File: config.mk
export PLATFORM = sky130hd
export DESIGN_NAME = kwd_keyed_watchdog
export DESIGN_NICKNAME = d
export VERILOG_FILES = /design/src/hdl/kwd_pkg.sv /design/src/hdl/kwd_keyed_watchdog.sv
export SDC_FILE = /design/constraint.sdc
export NUM_CORES = 1
export LEC_CHECK = 0
export ABC_CLOCK_PERIOD_IN_PS = 3000
export BUFFER_PORTS_ARGS = -buffer_cell sky130_fd_sc_hd__buf_4
export CAP_MARGIN = 20
export CORE_MARGIN = 1
export CORE_UTILIZATION = 40
export CTS_BUF_LIST = sky130_fd_sc_hd__clkbuf_4 sky130_fd_sc_hd__clkbuf_8
export DETAILED_ROUTE_END_ITERATION = 8
export PLACE_DENSITY = 0.64
export SKIP_LAST_GASP = 1
export SYNTH_ARGS = -nofsm -noshare
export SYNTH_HDL_FRONTEND = slang
export SYNTH_SLANG_ARGS = --single-unit
File: constraint.sdc
create_clock -name clock -period 3 [get_ports clock]
set_input_delay 0.3 -clock clock [delete_from_list [all_inputs] [get_ports clock]]
set_output_delay 0.3 -clock clock [all_outputs]
set_load 0.02 [all_outputs]
File: src/hdl/kwd_pkg.sv
// Package for the keyed watchdog timer: offsets, keys, fields, types
package kwd_pkg;

  // ----------------------------------------
  // Register offsets (byte addresses)
  // ----------------------------------------
  localparam logic [7:0] OFS_MODE = 8'h00; // overflow_mode
  localparam logic [7:0] OFS_CLK = 8'h04; // clock_mode
  localparam logic [7:0] OFS_RESTART = 8'h08; // restart_control
  localparam logic [7:0] OFS_STATUS = 8'h0C; // overflow_status
  localparam logic [7:0] OFS_EVENT = 8'h10; // Sticky event status
  localparam logic [7:0] OFS_MASK = 8'h14; // Event mask

  // ----------------------------------------
  // Access keys
  // ----------------------------------------
  localparam logic [11:0] MODE_KEY = 12'h234; // mode_write_key
  localparam logic [8:0] CLK_KEY = 9'h06E; // clock_write_key
  localparam logic [15:0] RESTART_KEY = 16'hC071; // restart_key

  // ----------------------------------------
  // Field positions
  // ----------------------------------------
  localparam int EN_BIT = 0; // watchdog_enable
  localparam int RST_BIT = 1; // overflow_reset_enable
  localparam int IRQ_BIT = 2; // overflow_interrupt_enable
  localparam int PIN_BIT = 3; // pin_pulse_enable
  localparam int MODE_KEY_LSB = 4; // Key field, 12 bits
  localparam int SEL_LSB = 0; // count_clock_select, 2 bits
  localparam int HP_LSB = 2; // preload_high_nibble, 4 bits
  localparam int CLK_KEY_LSB = 7; // Key field, 9 bits
  localparam int EVT_OVF_BIT = 0; // Overflow event
  localparam int EVT_KEY_BIT = 1; // Rejected mode or clock keyed write

  // ----------------------------------------
  // Reset values and timing counts
  // ----------------------------------------
  localparam logic [3:0] MODE_RST = 4'h0;
  localparam logic [1:0] SEL_RST = 2'h0;
  localparam logic [3:0] HP_RST = 4'h0;
  localparam logic [1:0] EVT_RST = 2'h0;
  localparam logic [1:0] MASK_RST = 2'h0;
  localparam logic [11:0] PRELOAD_LOW = 12'hFFF; // Low bits on restart
  localparam logic [3:0] PIN_LOW_CYCLES = 4'h8; // Master clock cycles

  // ----------------------------------------
  // Types
  // ----------------------------------------
  typedef struct packed {
    logic [7:0] addr;
    logic [31:0] wdata;
    logic wr;
    logic rd;
  } kwd_bus_req_t;

  typedef struct packed {
    logic intReset; // watchdog_internal_reset pulse
    logic irqLine; // watchdog_interrupt_line pulse
    logic pinN; // overflow_pin_n, active low
  } kwd_ovf_out_t;

endpackage

File: src/hdl/kwd_keyed_watchdog.sv
// Keyed watchdog timer: registers, prescaler, down counter, outputs
//
// The address-and-strobe port was chosen for this implementation.
`timescale 1ns/1ps
module kwd_keyed_watchdog (
  input wire logic clock,
  input wire logic rst,
  input wire kwd_pkg::kwd_bus_req_t busReq,
  output logic [31:0] rdData,
  output kwd_pkg::kwd_ovf_out_t ovfOut,
  output logic irq
);

  // ----------------------------------------
  // Address decode
  // ----------------------------------------
  wire hitMode = busReq.addr == kwd_pkg::OFS_MODE;
  wire hitClk = busReq.addr == kwd_pkg::OFS_CLK;
  wire hitRestart = busReq.addr == kwd_pkg::OFS_RESTART;
  wire hitStatus = busReq.addr == kwd_pkg::OFS_STATUS;
  wire hitEvent = busReq.addr == kwd_pkg::OFS_EVENT;
  wire hitMask = busReq.addr == kwd_pkg::OFS_MASK;

  // Key fields taken from this very write only
  wire [11:0] modeKey = busReq.wdata[kwd_pkg::MODE_KEY_LSB +: 12];
  wire [8:0] clkKey = busReq.wdata[kwd_pkg::CLK_KEY_LSB +: 9];
  wire modeKeyOk = modeKey == kwd_pkg::MODE_KEY;
  wire clkKeyOk = clkKey == kwd_pkg::CLK_KEY;

  // Write strobes per register
  wire wrMode = busReq.wr && hitMode;
  wire wrClk = busReq.wr && hitClk;
  wire wrEvent = busReq.wr && hitEvent;
  wire wrMask = busReq.wr && hitMask;

  // Accepted keyed updates
  wire modeUpd = wrMode && modeKeyOk;
  wire clkUpd = wrClk && clkKeyOk;

  // Rejected mode or clock keyed write, reported as an event; a wrong restart key is not
  wire keyReject = (wrMode && !modeKeyOk) || (wrClk && !clkKeyOk);

  // Restart only on the exact key value
  wire restart = busReq.wr && hitRestart &&
    (busReq.wdata[15:0] == kwd_pkg::RESTART_KEY);

  // ----------------------------------------
  // Mode and clock registers
  // ----------------------------------------
  logic [3:0] mode_q; // Enables, low nibble of overflow_mode
  logic [1:0] clkSel_q; // count_clock_select
  logic [3:0] preloadHigh_q; // preload_high_nibble

  // Named views of the mode bits
  wire wdEnable = mode_q[kwd_pkg::EN_BIT];
  wire rstEnable = mode_q[kwd_pkg::RST_BIT];
  wire irqEnable = mode_q[kwd_pkg::IRQ_BIT];
  wire pinEnable = mode_q[kwd_pkg::PIN_BIT];

  // Keyed mode register, cleared by reset
  always_ff @(posedge clock) begin
    if (rst) begin
      mode_q <= kwd_pkg::MODE_RST;
    end else if (modeUpd) begin
      mode_q <= busReq.wdata[3:0];
    end
  end

  // Keyed clock register, fastest tap after reset
  always_ff @(posedge clock) begin
    if (rst) begin
      clkSel_q <= kwd_pkg::SEL_RST;
      preloadHigh_q <= kwd_pkg::HP_RST;
    end else if (clkUpd) begin
      clkSel_q <= busReq.wdata[kwd_pkg::SEL_LSB +: 2];
      preloadHigh_q <= busReq.wdata[kwd_pkg::HP_LSB +: 4];
    end
  end

  // ----------------------------------------
  // Prescaler and tap selection
  // ----------------------------------------
  // Free-running: a restart does not realign the tick, so the
  // first period after a restart may be up to one tick short.
  logic [11:0] prescale_q;

  always_ff @(posedge clock) begin
    if (rst) begin
      prescale_q <= '0;
    end else begin
      prescale_q <= prescale_q + 12'h001;
    end
  end

  // One-cycle tick enables at each divide ratio
  wire tick32 = &prescale_q[4:0];
  wire tick128 = &prescale_q[6:0];
  wire tick1024 = &prescale_q[9:0];
  wire tick4096 = &prescale_q[11:0];

  // Tap mux on the select field
  wire tick = (clkSel_q == 2'h0) ? tick32 :
    (clkSel_q == 2'h1) ? tick128 :
    (clkSel_q == 2'h2) ? tick1024 : tick4096;

  // ----------------------------------------
  // Down counter
  // ----------------------------------------
  logic [15:0] count_q;

  // Preload: programmed high nibble over all-ones low bits
  wire [15:0] preload = {preloadHigh_q, kwd_pkg::PRELOAD_LOW};

  // Overflow: enabled tick while at zero; restart wins
  wire ovfEvent = wdEnable && tick &&
    (count_q == 16'h0000) && !restart;

  // Counter: restart reloads, enabled tick decrements
  always_ff @(posedge clock) begin
    if (rst) begin
      count_q <= 16'hFFFF;
    end else if (restart) begin
      count_q <= preload;
    end else if (wdEnable && tick) begin
      count_q <= count_q - 16'h0001;
    end
  end

  // ----------------------------------------
  // Overflow status flag
  // ----------------------------------------
  logic ovfFlag_q; // overflow_flag

  // Restart wins; ovfEvent is already blocked during a restart
  always_ff @(posedge clock) begin
    if (rst) begin
      ovfFlag_q <= 1'b0;
    end else if (ovfEvent) begin
      ovfFlag_q <= 1'b1;
    end else if (restart) begin
      ovfFlag_q <= 1'b0;
    end
  end

  // ----------------------------------------
  // Overflow outputs
  // ----------------------------------------
  logic intReset_q; // Internal reset pulse
  logic irqLine_q; // Interrupt line pulse
  logic [3:0] pinCnt_q; // Remaining low cycles
  logic pinN_q; // Registered pin level

  // Pulse length counter next value
  wire pinStart = ovfEvent && pinEnable;
  wire [3:0] pinCnt_d = pinStart ? kwd_pkg::PIN_LOW_CYCLES :
    (pinCnt_q != 4'h0) ? pinCnt_q - 4'h1 : 4'h0;

  // Single-cycle pulses; ovfEvent already needs enable
  always_ff @(posedge clock) begin
    if (rst) begin
      intReset_q <= 1'b0;
      irqLine_q <= 1'b0;
    end else begin
      intReset_q <= ovfEvent && rstEnable;
      irqLine_q <= ovfEvent && irqEnable;
    end
  end

  // Pin low while the count runs, eight cycles
  always_ff @(posedge clock) begin
    if (rst) begin
      pinCnt_q <= 4'h0;
      pinN_q <= 1'b1;
    end else begin
      pinCnt_q <= pinCnt_d;
      pinN_q <= pinCnt_d == 4'h0;
    end
  end

  assign ovfOut.intReset = intReset_q;
  assign ovfOut.irqLine = irqLine_q;
  assign ovfOut.pinN = pinN_q;

  // ----------------------------------------
  // Event status and mask
  // ----------------------------------------
  logic [1:0] evt_q; // Sticky events, write one to clear
  logic [1:0] mask_q; // Event mask

  // Event sources in status layout
  wire [1:0] evtSet = {keyReject, ovfEvent};
  wire [1:0] evtClr = wrEvent ? busReq.wdata[1:0] : 2'h0;

  // Set wins over a same-cycle clear
  wire [1:0] evt_d = (evt_q & ~evtClr) | evtSet;

  always_ff @(posedge clock) begin
    if (rst) begin
      evt_q <= kwd_pkg::EVT_RST;
      mask_q <= kwd_pkg::MASK_RST;
    end else begin
      evt_q <= evt_d;
      if (wrMask) begin
        mask_q <= busReq.wdata[1:0];
      end
    end
  end

  // Level interrupt from flops only
  assign irq = |(evt_q & mask_q);

  // ----------------------------------------
  // Read path
  // ----------------------------------------
  // Key fields and reserved bits read as zero
  wire [31:0] rdMode = {28'h0000000, mode_q};
  wire [31:0] rdClk = {26'h0000000, preloadHigh_q, clkSel_q};
  wire [31:0] rdStatus = {31'h00000000, ovfFlag_q};
  wire [31:0] rdEvent = {30'h00000000, evt_q};
  wire [31:0] rdMask = {30'h00000000, mask_q};

  // Write-only and unmapped addresses read zero
  wire [31:0] rdMux = hitMode ? rdMode :
    hitClk ? rdClk :
    hitStatus ? rdStatus :
    hitEvent ? rdEvent :
    hitMask ? rdMask : 32'h00000000;

  logic [31:0] rdData_q;

  // Data valid only in the cycle after the strobe
  always_ff @(posedge clock) begin
    if (rst) begin
      rdData_q <= 32'h00000000;
    end else if (busReq.rd) begin
      rdData_q <= rdMux;
    end else begin
      rdData_q <= 32'h00000000;
    end
  end

  assign rdData = rdData_q;
endmodule // kwd_keyed_watchdog

==> results of run 1 <==
report_power, final:
| part | total [mW] | switching [mW] | internal (mW) |
|---|---|---|---|
| logic | 0.225 | 0.131 | 0.0937 |
| clock network | 0.421 | 0.236 | 0.185 |
| registers | 0.797 | 0.0212 | 0.775 |
| total | 1.44 | 0.389 | 1.05 |
stage by stage:
stage	hold slack, ns	setup WS, ns	area, um^2	power [mW]
detailed placement	0.437	0.448	3240	1.04
global placement	0.430	0.483	3240	1.03
floorplan	0.418	0.562	3040	0.995
global route	0.247	0.286	3340	1.51
finish	0.244	0.470	3340	1.44
CTS	0.233	0.439	3340	1.46
cell type report:
type / instances / area, um^2
fill: 699 / 3610
multi-input combinational: 256 / 1620
sequential: 56 / 1120
timing repair buffer: 46 / 345
tap: 96 / 120
clock buffer: 6 / 82.6
inverter: 10 / 37.5
clock inverter: 2 / 10.0
per-layer routing:
| layer | up-vias | GRT usage (%) |
|---|---|---|
| met1 | 1151 | 23.3 |
| li1 | 1241 | - |
| met2 | 41 | 25.5 |
| met4 | 0 | 5.07 |
| met5 | - | 0 |
| met3 | 7 | 3.49 |
path summary, 6_finish.rpt:
kind	end	cells after the start
min reg2reg	prescale_q[0]$_SDFF_PP0_	1
max reg2reg	count_q[11]$_SDFFE_PP1P_	10
min	mode_q[3]$_SDFFE_PP0P_	3
max	count_q[11]$_SDFFE_PP1P_	10
critical path, cell delays in order, from the launching register on:
cell	delay, ns
dfxtp_1	0.36
ha_1	0.19
nand3_1	0.11
inv_1	0.09
ha_1	0.14
or3b_1	0.38
a21boi_1	0.23
buf_4	0.16
o21ai_1	0.19
or4_1	0.56
nand3_1	0.09
logic make-up (layout without fill, tap and decap cells):
logic type | Yosys count | after routing | share of synthesized area, %
XOR/XNOR | 10 | 10 | 2.97
flip-flops | 56 | 56 | 38.1
adder cells (fa/ha/maj) | 5 | 5 | 2.12
AO/OA/AOI/OAI | 52 | 52 | 13.3
buffers and inverters | 48 | 64 | 10.1
AND/OR/NAND/NOR | 150 | 150 | 28.9
other | 1 | 26 | 0.127
multiplexers | 13 | 13 | 4.46
Yosys cell counts (all sizes together), types with 3 or more instances:
cell | n | area share, %
ha | 5 | 2.1
clkbuf | 7 | 0.89
xnor2 | 4 | 1.2
nand2b | 4 | 0.85
or3 | 10 | 2.2
or4 | 7 | 2.1
o211ai | 4 | 1.0
o31ai | 6 | 1.5
nand2 | 20 | 2.5
a22oi | 3 | 0.76
dfxtp | 56 | 38
xor2 | 6 | 1.8
inv | 10 | 1.3
buf | 31 | 7.9
nor3 | 12 | 2.0
o21ai | 12 | 2.0
nor4b | 3 | 1.1
nor2b | 3 | 0.64
a21oi | 5 | 0.85
nand4 | 5 | 1.3
nor2 | 39 | 5.0
nand3 | 22 | 3.7
a311oi | 3 | 0.89
mux2i | 12 | 4.1
nor4 | 7 | 3.0
and3 | 7 | 1.5
layout by cell type (no fill, tap or decap), types with 4 or more instances in the layout:
cell type / Yosys / layout
a21oi_1: 5 / 5
and3_1: 7 / 7
buf_4: 29 / 46
clkbuf_8: 0 / 6
conb_1: 1 / 26
dfxtp_1: 56 / 56
ha_1: 5 / 5
inv_1: 10 / 10
mux2i_1: 12 / 12
nand2_1: 20 / 20
nand2b_1: 4 / 4
nand3_1: 22 / 22
nand4_1: 4 / 4
nor2_1: 39 / 39
nor3_1: 12 / 12
nor4_1: 4 / 4
o211ai_1: 4 / 4
o21ai_0: 10 / 10
o31ai_1: 6 / 6
or3_1: 8 / 8
or4_1: 4 / 4
xnor2_1: 4 / 4
xor2_1: 6 / 6
state kept, by name, indices dropped and copies added, names as in the netlist:
register and count:
irqLine_q 1, evt_q 2, preloadHigh_q 4, prescale_q 12
rdData 6, count_q 16, intReset_q 1, mode_q 4
mask_q 2, clkSel_q 2, pinN_q 1, ovfFlag_q 1
pinCnt_q 4
==> results.md, run 1 <==
- Status: finished clean
- Clock-pin slew on the worst setup and hold paths: 0.10 ns
- Initial antenna violation count: 0
- #FFs+latches synth: 56
- Vias in the first global route: 2108
- Ant diodes: 0
- RSZ-0062 raised after global routing: false
- Cell Pwr Density: ~430 mW/mm^2
- Core Footprint: 0.00694 mm^2
- Routed wire per std cell: 13.2 um
- Crit path launch: prescale_q[0]$_SDFF_PP0_
- Utilization after layout: 48.1%
- Clock buffer count from CTS: 5
- Post-synth EDFFs: 0
- Netlist cell types: 59
- CTS tree: built
- Post-CTS Resized: 0
- Maximum clock insertion buffer count: 2
- Share of synthesized registers carrying an async set or reset: 0%
- DR vias: approximately 2400
- DRC: 0
- Metal2 WL: 2930 um
- Clk_lat worst skew: about 0.31 ns
- Final setup fails: 0
- Synth Flop Type: dfxtp_1
- Final Hold Vio Count: 0
- HP Class: in2reg
- DRT met1 WL: 3010 um
- CP max FO: 8
- Critical path data required time: 3.25 ns
- Setup CP Type: reg2reg
- Rows: 30
- Area growth, synth to finish: 13.3%
- Setup TNS: 0 ns
- Worst reg-to-reg setup slack: 0.47 ns
- Die area: 0.00771 mm^2
- GP Congestion: 0.777
- Post-CTS Setup Bufs: 0
- Met3 wire length: 227 um
- Drt via density: 5.17
- # IOs: 80
- Fin crit period: around 2.5 ns
- Post-Place Cells: between 400 and 500
- Grt total ovfl: 0
- Clk_skew: 0.0117 ns
- Htree depth: 2
- Cell Count, Final, Fillers Out: approximately 470
- Leakage: roughly 1.4 nW
- Final Max Slew Viols: 0
- Reg2reg start: prescale_q[0]$_SDFF_PP0_
- Yosys warning count: 0
- Worst EP arrival: 2.78 ns
- Final nets: 424
- Initial Util: 42.4%
- Detailed Place HPWL: between 4000 and 5000 um
- Drt pass-1 iters: 4
- Cells after Synth: 335
- Routed WL: between 6000 and 7000 um
- Clock Sink Count: 56
- Mapped Area: 0.00294 mm^2
- Root Buffer: clkbuf_8
- Maximum vdd ir drop: about 0.3 mV
- Slew headroom: 36.0%
- Chip width: 87.8 um
- F_max: slightly below 400 MHz
- Seq/Total Area, Yosys: between 30% and 40%
- Max-Cap Viols: 0
- Hold_buf cts: 0
- Post-route clock period utilization: 84.3%
- Die Span Y: 87.8 um
- Mapped Avg Cell Area: between 8 and 9 um^2
- Actual slew at the worst max-slew pin: between 0.9 and 1 ns
- Iter 0 DRT Violations: 92
- Share of layout cells above drive strength 1: 18.6%
- Largest net degree at the start of global routing: 37
- HP Start: busReq[5]
- First-pass GRT wire length: between 10000 and 15000 um
- All-Layer GR Usage: 16.6%
- Critical Path Sink Type: flip-flop
- PortBufs: 37
- DR top layer: met4
- CP Launch Type: flip-flop
- Routed Antenna Nets: 0
Power figures use the tool's default switching activity.
==> inputs of run 2 (changes only) <==
--- a/config.mk
+++ b/config.mk
@@ -5,14 +5,14 @@
 export SDC_FILE = /design/constraint.sdc
 export NUM_CORES = 1
 export LEC_CHECK = 0
-export ABC_CLOCK_PERIOD_IN_PS = 3000
+export ABC_CLOCK_PERIOD_IN_PS = 2300
 export BUFFER_PORTS_ARGS = -buffer_cell sky130_fd_sc_hd__buf_4
 export CAP_MARGIN = 20
 export CORE_MARGIN = 1
 export CORE_UTILIZATION = 40
 export CTS_BUF_LIST = sky130_fd_sc_hd__clkbuf_4 sky130_fd_sc_hd__clkbuf_8
 export DETAILED_ROUTE_END_ITERATION = 8
-export PLACE_DENSITY = 0.64
+export PLACE_DENSITY = 0.66
 export SKIP_LAST_GASP = 1
 export SYNTH_ARGS = -nofsm -noshare
 export SYNTH_HDL_FRONTEND = slang
==> constraint.sdc (replaced) <==
create_clock -name clock -period 2.3 [get_ports clock]
set_input_delay 0.23 -clock clock [delete_from_list [all_inputs] [get_ports clock]]
set_output_delay 0.23 -clock clock [all_outputs]
set_load 0.02 [all_outputs]
==> results.md, run 2 (synthesis gave the netlist of run 1 again) <==
- Critical Path Sink Type: flip-flop
- Core Footprint: 0.00694 mm^2
- Maximum clock insertion buffer count: 2
- Critical Path Sink: count_q[10]$_SDFFE_PP1P_
- Actual slew at the worst max-slew pin: 0.524 ns
- Largest reg by FF count: count_q
- Clk_lat worst skew: about 0.30 ns
- Routed WL: 6520 um
- Ant diodes: 0
- Routed Antenna Nets: 0
- Switching power: 506 uW
- CTS tree: built
- Final nets: 440
- Crit path launch: prescale_q[0]$_SDFF_PP0_
- CP Launch Type: flip-flop
- Htree depth: 2
- Status: finished clean
- Fill cells: 653
- Post-route clock period utilization: 96.3%
- DRC: 0
- Cell Pwr Density: 551 mW/mm^2
- Crit-path cells: ha_4 -> nand3_4 -> inv_4 -> ha_4 -> or3b_4 -> a21boi_2 -> o211ai_1 -> buf_4 -> or4_4 -> nand3_2
- Most common cell after layout, fill and taps aside: buf_4
- Clock-pin slew on the worst setup and hold paths: 0.09 ns
- Post-Place Cells: 476
- Final setup fails: 0
- Maximum vdd ir drop: approximately 0.32 mV
- Root Buffer: clkbuf_8
- PortBufs: 37
- Clock Sink Count: 56
- F_max: between 400 and 500 MHz
- Part of the power in registers: a little over half
- RSZ-0062 raised after global routing: true
- All-Layer GR Usage: 17.4%
- Hold_buf cts: 0
- Chip width: 87.8 um
- Hold Crit Depth: 3
- Post-route cell area: around 0.0036 mm^2
- Largest net degree at the start of global routing: 37
- Grt total ovfl: 0
- Comb pwr share: 15.8%
- Critical path data required time: 2.55 ns
- Area growth, synth to finish: 20.8%
- Most common cell on crit path: ha_4
- Final Hold Vio Count: 0
- Vias in the first global route: 2282
- Reg2reg start: prescale_q[0]$_SDFF_PP0_
- Initial antenna violation count: 0
- GP Congestion: 0.866
- Share of layout cells above drive strength 1: around 25%
- Drt pass-1 iters: 6
- HP Class: in2reg
- Cell Count, Final, Fillers Out: 486
- P_int: 1.45 mW
- Max-Cap Viols: 0
- Switching Share: 25.8%
- CP max FO: 7
- Initial Util: 42.4%
- DR vias: 2504
- Commonest non-fill, non-tap cells in the layout: buf_4, dfxtp_1, nor2_1, conb_1, nand2_1
- Clock power frac: 31.1%
- Setup CP Type: reg2reg
- RR Endpoint: count_q[10]$_SDFFE_PP1P_
- Clk_skew: 0.00678 ns
- # IOs: 80
- CP max stage cell: or4_4
- Clock buffer count from CTS: 5
- Drt via density: 5.15
- Fin Hold WS: 0.177 ns
- Die Span Y: 87.8 um
- Fin crit period: 2.22 ns
- Worst reg-to-reg setup slack: 0.08 ns
- Reg2Reg Depth: 10
- Placed Area: 0.00335 mm^2
- Leakage: 1.44 nW
- Worst EP arrival: 2.47 ns
- Rows: 30
- Max reg flops: 16
- Final Max Slew Viols: 0
- Slew headroom: 64.8%
- Detailed Place HPWL: 4860 um
- First-pass GRT wire length: 10500 um
- Iter 0 DRT Violations: 115
- Routed wire per std cell: 13.4 um
- Largest stage delay on the critical path: 0.47 ns
- Die area: a little under 0.008 mm^2
-- run 2: changes by cell type in the layout (fill, tap and decap cells not counted), sizes merged --
cell	before	now
clkbuf	6	5
buf	46	62
clkinv	2	0
bufinv	0	1
-- run 2: how the worst min path moves through the flow --
stage | startpoint | end
4_1_cts | busReq[5] | preloadHigh_q[1]$_SDFFE_PP0P_
6_report | busReq[5] | preloadHigh_q[1]$_SDFFE_PP0P_
2_1_floorplan | busReq[2] | clkSel_q[0]$_SDFFE_PP0P_
3_3_place_gp | pinCnt_q[0]$_SDFF_PP0_ | pinCnt_q[0]$_SDFF_PP0_
3_5_place_dp | pinCnt_q[0]$_SDFF_PP0_ | pinCnt_q[0]$_SDFF_PP0_
5_1_grt | busReq[6] | preloadHigh_q[2]$_SDFFE_PP0P_
-- run 2: layout make-up --
type	instances	area (um^2)	area share, %
multi-input cells	256	1700	47.9
flip-flops and latches	56	1120	31.6
clock buffers	5	68.8	1.94
clock inverters	1	30.0	0.844
well taps	96	120	3.38
repair buffers	62	469	13.2
inverters	10	40.0	1.13
-- run 2: timing repair --
action | 4_1_cts | 5_1_grt
pin swaps | 4 | 9
endpoints found under the setup margin | 6 | 12
resized for setup | 8 | 13
setup buffers | 1 | 3
-- run 2: metal layers --
metal	wire [um]	up-vias	track usage [%]
met4	59	0	5.07
met5	0	-	0
met2	3110	45	27.4
met1	3100	1175	23.8
li1	-	1275	-
met3	253	9	4.15
-- run 2: power by group through the flow --
| stage | combinational (mW) | clock (mW) | sequential [mW] |
|---|---|---|---|
| after CTS | 0.307 | 0.632 | 1.04 |
| after global placement | 0.293 | 0 | 1.06 |
| after detailed placement | 0.303 | 0 | 1.06 |
| after floorplan | 0.243 | 0 | 1.05 |
| after global routing | 0.337 | 0.673 | 1.05 |
| final | 0.309 | 0.610 | 1.04 |
-- run 2: critical path: cells and delay by family, from the launching register on --
kind,cells,cell delay [ns]
buffers and inverters,2,0.26
adders and majority gates,2,0.26
and+or+nand+nor,4,1.01
AOI/OAI and AO/OA,2,0.27
DFF,1,0.36
-- run 2: through the flow --
stage | setup WS, ns | power (mW) | util (%) | setup TNS (ns)
CTS | 0.0294 | 1.98 | 50.2 | 0
global route | -0.0492 | 2.06 | 51.2 | -0.124
detailed placement | -0.0721 | 1.37 | 48.2 | -0.0889
floorplan | 0.00467 | 1.30 | - | 0
global placement | -0.0386 | 1.35 | 48.2 | -0.0386
finish | 0.0846 | 1.96 | 51.2 | 0
==> inputs of run 3 (changes only) <==
--- a/config.mk
+++ b/config.mk
@@ -13,6 +13,7 @@
 export CTS_BUF_LIST = sky130_fd_sc_hd__clkbuf_4 sky130_fd_sc_hd__clkbuf_8
 export DETAILED_ROUTE_END_ITERATION = 8
 export PLACE_DENSITY = 0.66
+export SETUP_SLACK_MARGIN = 0.15
 export SKIP_LAST_GASP = 1
 export SYNTH_ARGS = -nofsm -noshare
 export SYNTH_HDL_FRONTEND = slang
==> results.md, run 3 (synthesis gave the netlist of run 1 again) <==
- Area growth, synth to finish: 24.4%
- Part of the power in registers: 51.1%
- Clk_lat worst skew: 0.31 ns
- GP Congestion: 0.812
- First-pass GRT wire length: 10600 um
- Htree depth: 2
- F_max: 441 MHz
- DR vias: ~2500
- Hold_buf cts: 0
- Reg2reg start: prescale_q[0]$_SDFF_PP0_
- Rows: 30
- Commonest non-fill, non-tap cells in the layout: buf_4, dfxtp_1, nor2_1, conb_1
- Worst reg-to-reg setup slack: 0.03 ns
- Core Footprint: 0.00694 mm^2
- Clk_skew: 0.00312 ns
- Iter 0 DRT Violations: 109
- Most common cell after layout, fill and taps aside: buf_4
- Routed wire per std cell: 13.0 um
- Worst EP arrival: 2.52 ns
- All-Layer GR Usage: 17.5%
- CP Launch Type: flip-flop
- Final Max Slew Viols: 0
- Largest net degree at the start of global routing: 37
- Worst Hold End: preloadHigh_q[1]$_SDFFE_PP0P_
- Leakage: 1.48 nW
- Hold Crit Depth: 3
- Max reg flops: 16
- Initial antenna violation count: 0
- Cell Pwr Density: 556 mW/mm^2
- Final setup fails: 0
- Max-Cap Viols: 0
- Root Buffer: clkbuf_8
- Fin crit period: roughly 2.3 ns
- Slew headroom: a little under three fifths
- Clock power frac: 33.9%
- PortBufs: 37
- Comb pwr share: 15.0%
- Switching power: 510 uW
- Largest reg by FF count: count_q
- Detailed Place HPWL: 4920 um
- Post-Place Cells: 475
- Share of layout cells above drive strength 1: 27.6%
- Actual slew at the worst max-slew pin: between 0.6 and 0.7 ns
- CP max FO: 4
- Setup TNS: 0 ns
- Vias in the first global route: ~2300
- Critical Path Sink Type: flip-flop
- Die area: 0.00771 mm^2
- Total power: 2.04 mW
- Maximum vdd ir drop: ~0.4 mV
- DRC: 0
- Chip width: 87.8 um
- HP Class: in2reg
- Reg2Reg Depth: 10
- Placed Area: 0.00338 mm^2
- Switching Share: between 20% and 30%
- Final nets: 443
- CTS tree: built
- Cell Count, Final, Fillers Out: between 400 and 500
- Critical path data required time: 2.56 ns
- Setup CP Type: reg2reg
- Initial Util: approximately 42%
- Clock Sink Count: 56
- RR Endpoint: count_q[8]$_SDFFE_PP1P_
- Post-route cell area: 0.00366 mm^2
- Drt via density: 5.15
- Setup ws final: roughly 0.034 ns
- Place WS: -0.0445 ns
- P_int: about 1.5 mW
- Ant diodes: 0
- Drt pass-1 iters: 4
- Routed Antenna Nets: 0
- Routed WL: about 6400 um
- Die Span Y: around 90 um
- Clock buffer count from CTS: 5
- Grt total ovfl: 0
- Maximum clock insertion buffer count: 2
- HP Start: busReq[5]
- Status: finished clean
- Post-route clock period utilization: 98.5%
- RSZ-0062 raised after global routing: true
- Final Hold Vio Count: 0
- # IOs: 80
- Clock-pin slew on the worst setup and hold paths: 0.09 ns
## run 3: changes by cell type in the layout (fill, tap and decap cells not counted), sizes merged
cell,before,now
buf,62,65
clkbuf,5,7
## run 3: critical path: stages, from the launching register on
cell and delay [ns]:
dfxtp_2 0.36, ha_4 0.15, nand3_4 0.08, inv_4 0.07
ha_4 0.10, or3b_4 0.40, a21boi_4 0.15, o211ai_1 0.16
buf_4 0.20, or4b_4 0.47, nand3_2 0.07
## run 3: power groups by stage
stage               clock [mW]  combinational [mW]  sequential [mW]
floorplan                    0               0.245             1.06
global placement             0               0.297             1.06
detailed placement           0               0.302             1.06
CTS                      0.714               0.306             1.04
global route             0.747               0.339             1.05
finish                   0.690               0.307             1.04
## run 3: cell type report
cell class / count / area, um^2
inverter: 10 / 40.0
clock buffer: 7 / 96.3
clock inverter: 1 / 30.0
tap: 96 / 120
multi-input combinational: 256 / 1760
fill: 677 / 3280
sequential: 56 / 1120
timing repair buffer: 65 / 492
## run 3: worst max path at each step
stage	end	cells past startpoint	startpoint
floorplan	count_q[4]$_SDFFE_PP1P_	9	prescale_q[1]$_SDFF_PP0_
global placement	count_q[8]$_SDFFE_PP1P_	11	prescale_q[1]$_SDFF_PP0_
detailed placement	count_q[8]$_SDFFE_PP1P_	11	prescale_q[1]$_SDFF_PP0_
CTS	count_q[8]$_SDFFE_PP1P_	10	prescale_q[0]$_SDFF_PP0_
global route	count_q[6]$_SDFFE_PP1P_	11	prescale_q[0]$_SDFF_PP0_
finish	count_q[8]$_SDFFE_PP1P_	10	prescale_q[0]$_SDFF_PP0_
## run 3: routing by layer
metal	GRT usage, %	routed length (um)	vias to the layer above
met1	25.0	3040	1192
met5	0	0	-
met2	27.3	2970	51
met4	4.47	63	0
li1	-	-	1277
met3	2.83	315	7
## run 3: stage by stage
step | hold slack, ns | util [%]
2_1_floorplan | 0.374 | -
4_1_cts | 0.160 | 51.8
3_5_place_dp | 0.464 | 48.7
5_1_grt | 0.165 | 52.8
3_3_place_gp | 0.459 | 48.7
6_report | 0.168 | 52.8
## run 3: what timing repair did
| item | 4_1_cts | 5_1_grt |
|---|---|---|
| resized for setup | 10 | 8 |
| setup endpoints to repair | 18 | 19 |
| setup buffers | 4 | 4 |
| pin swaps | 11 | 5 |
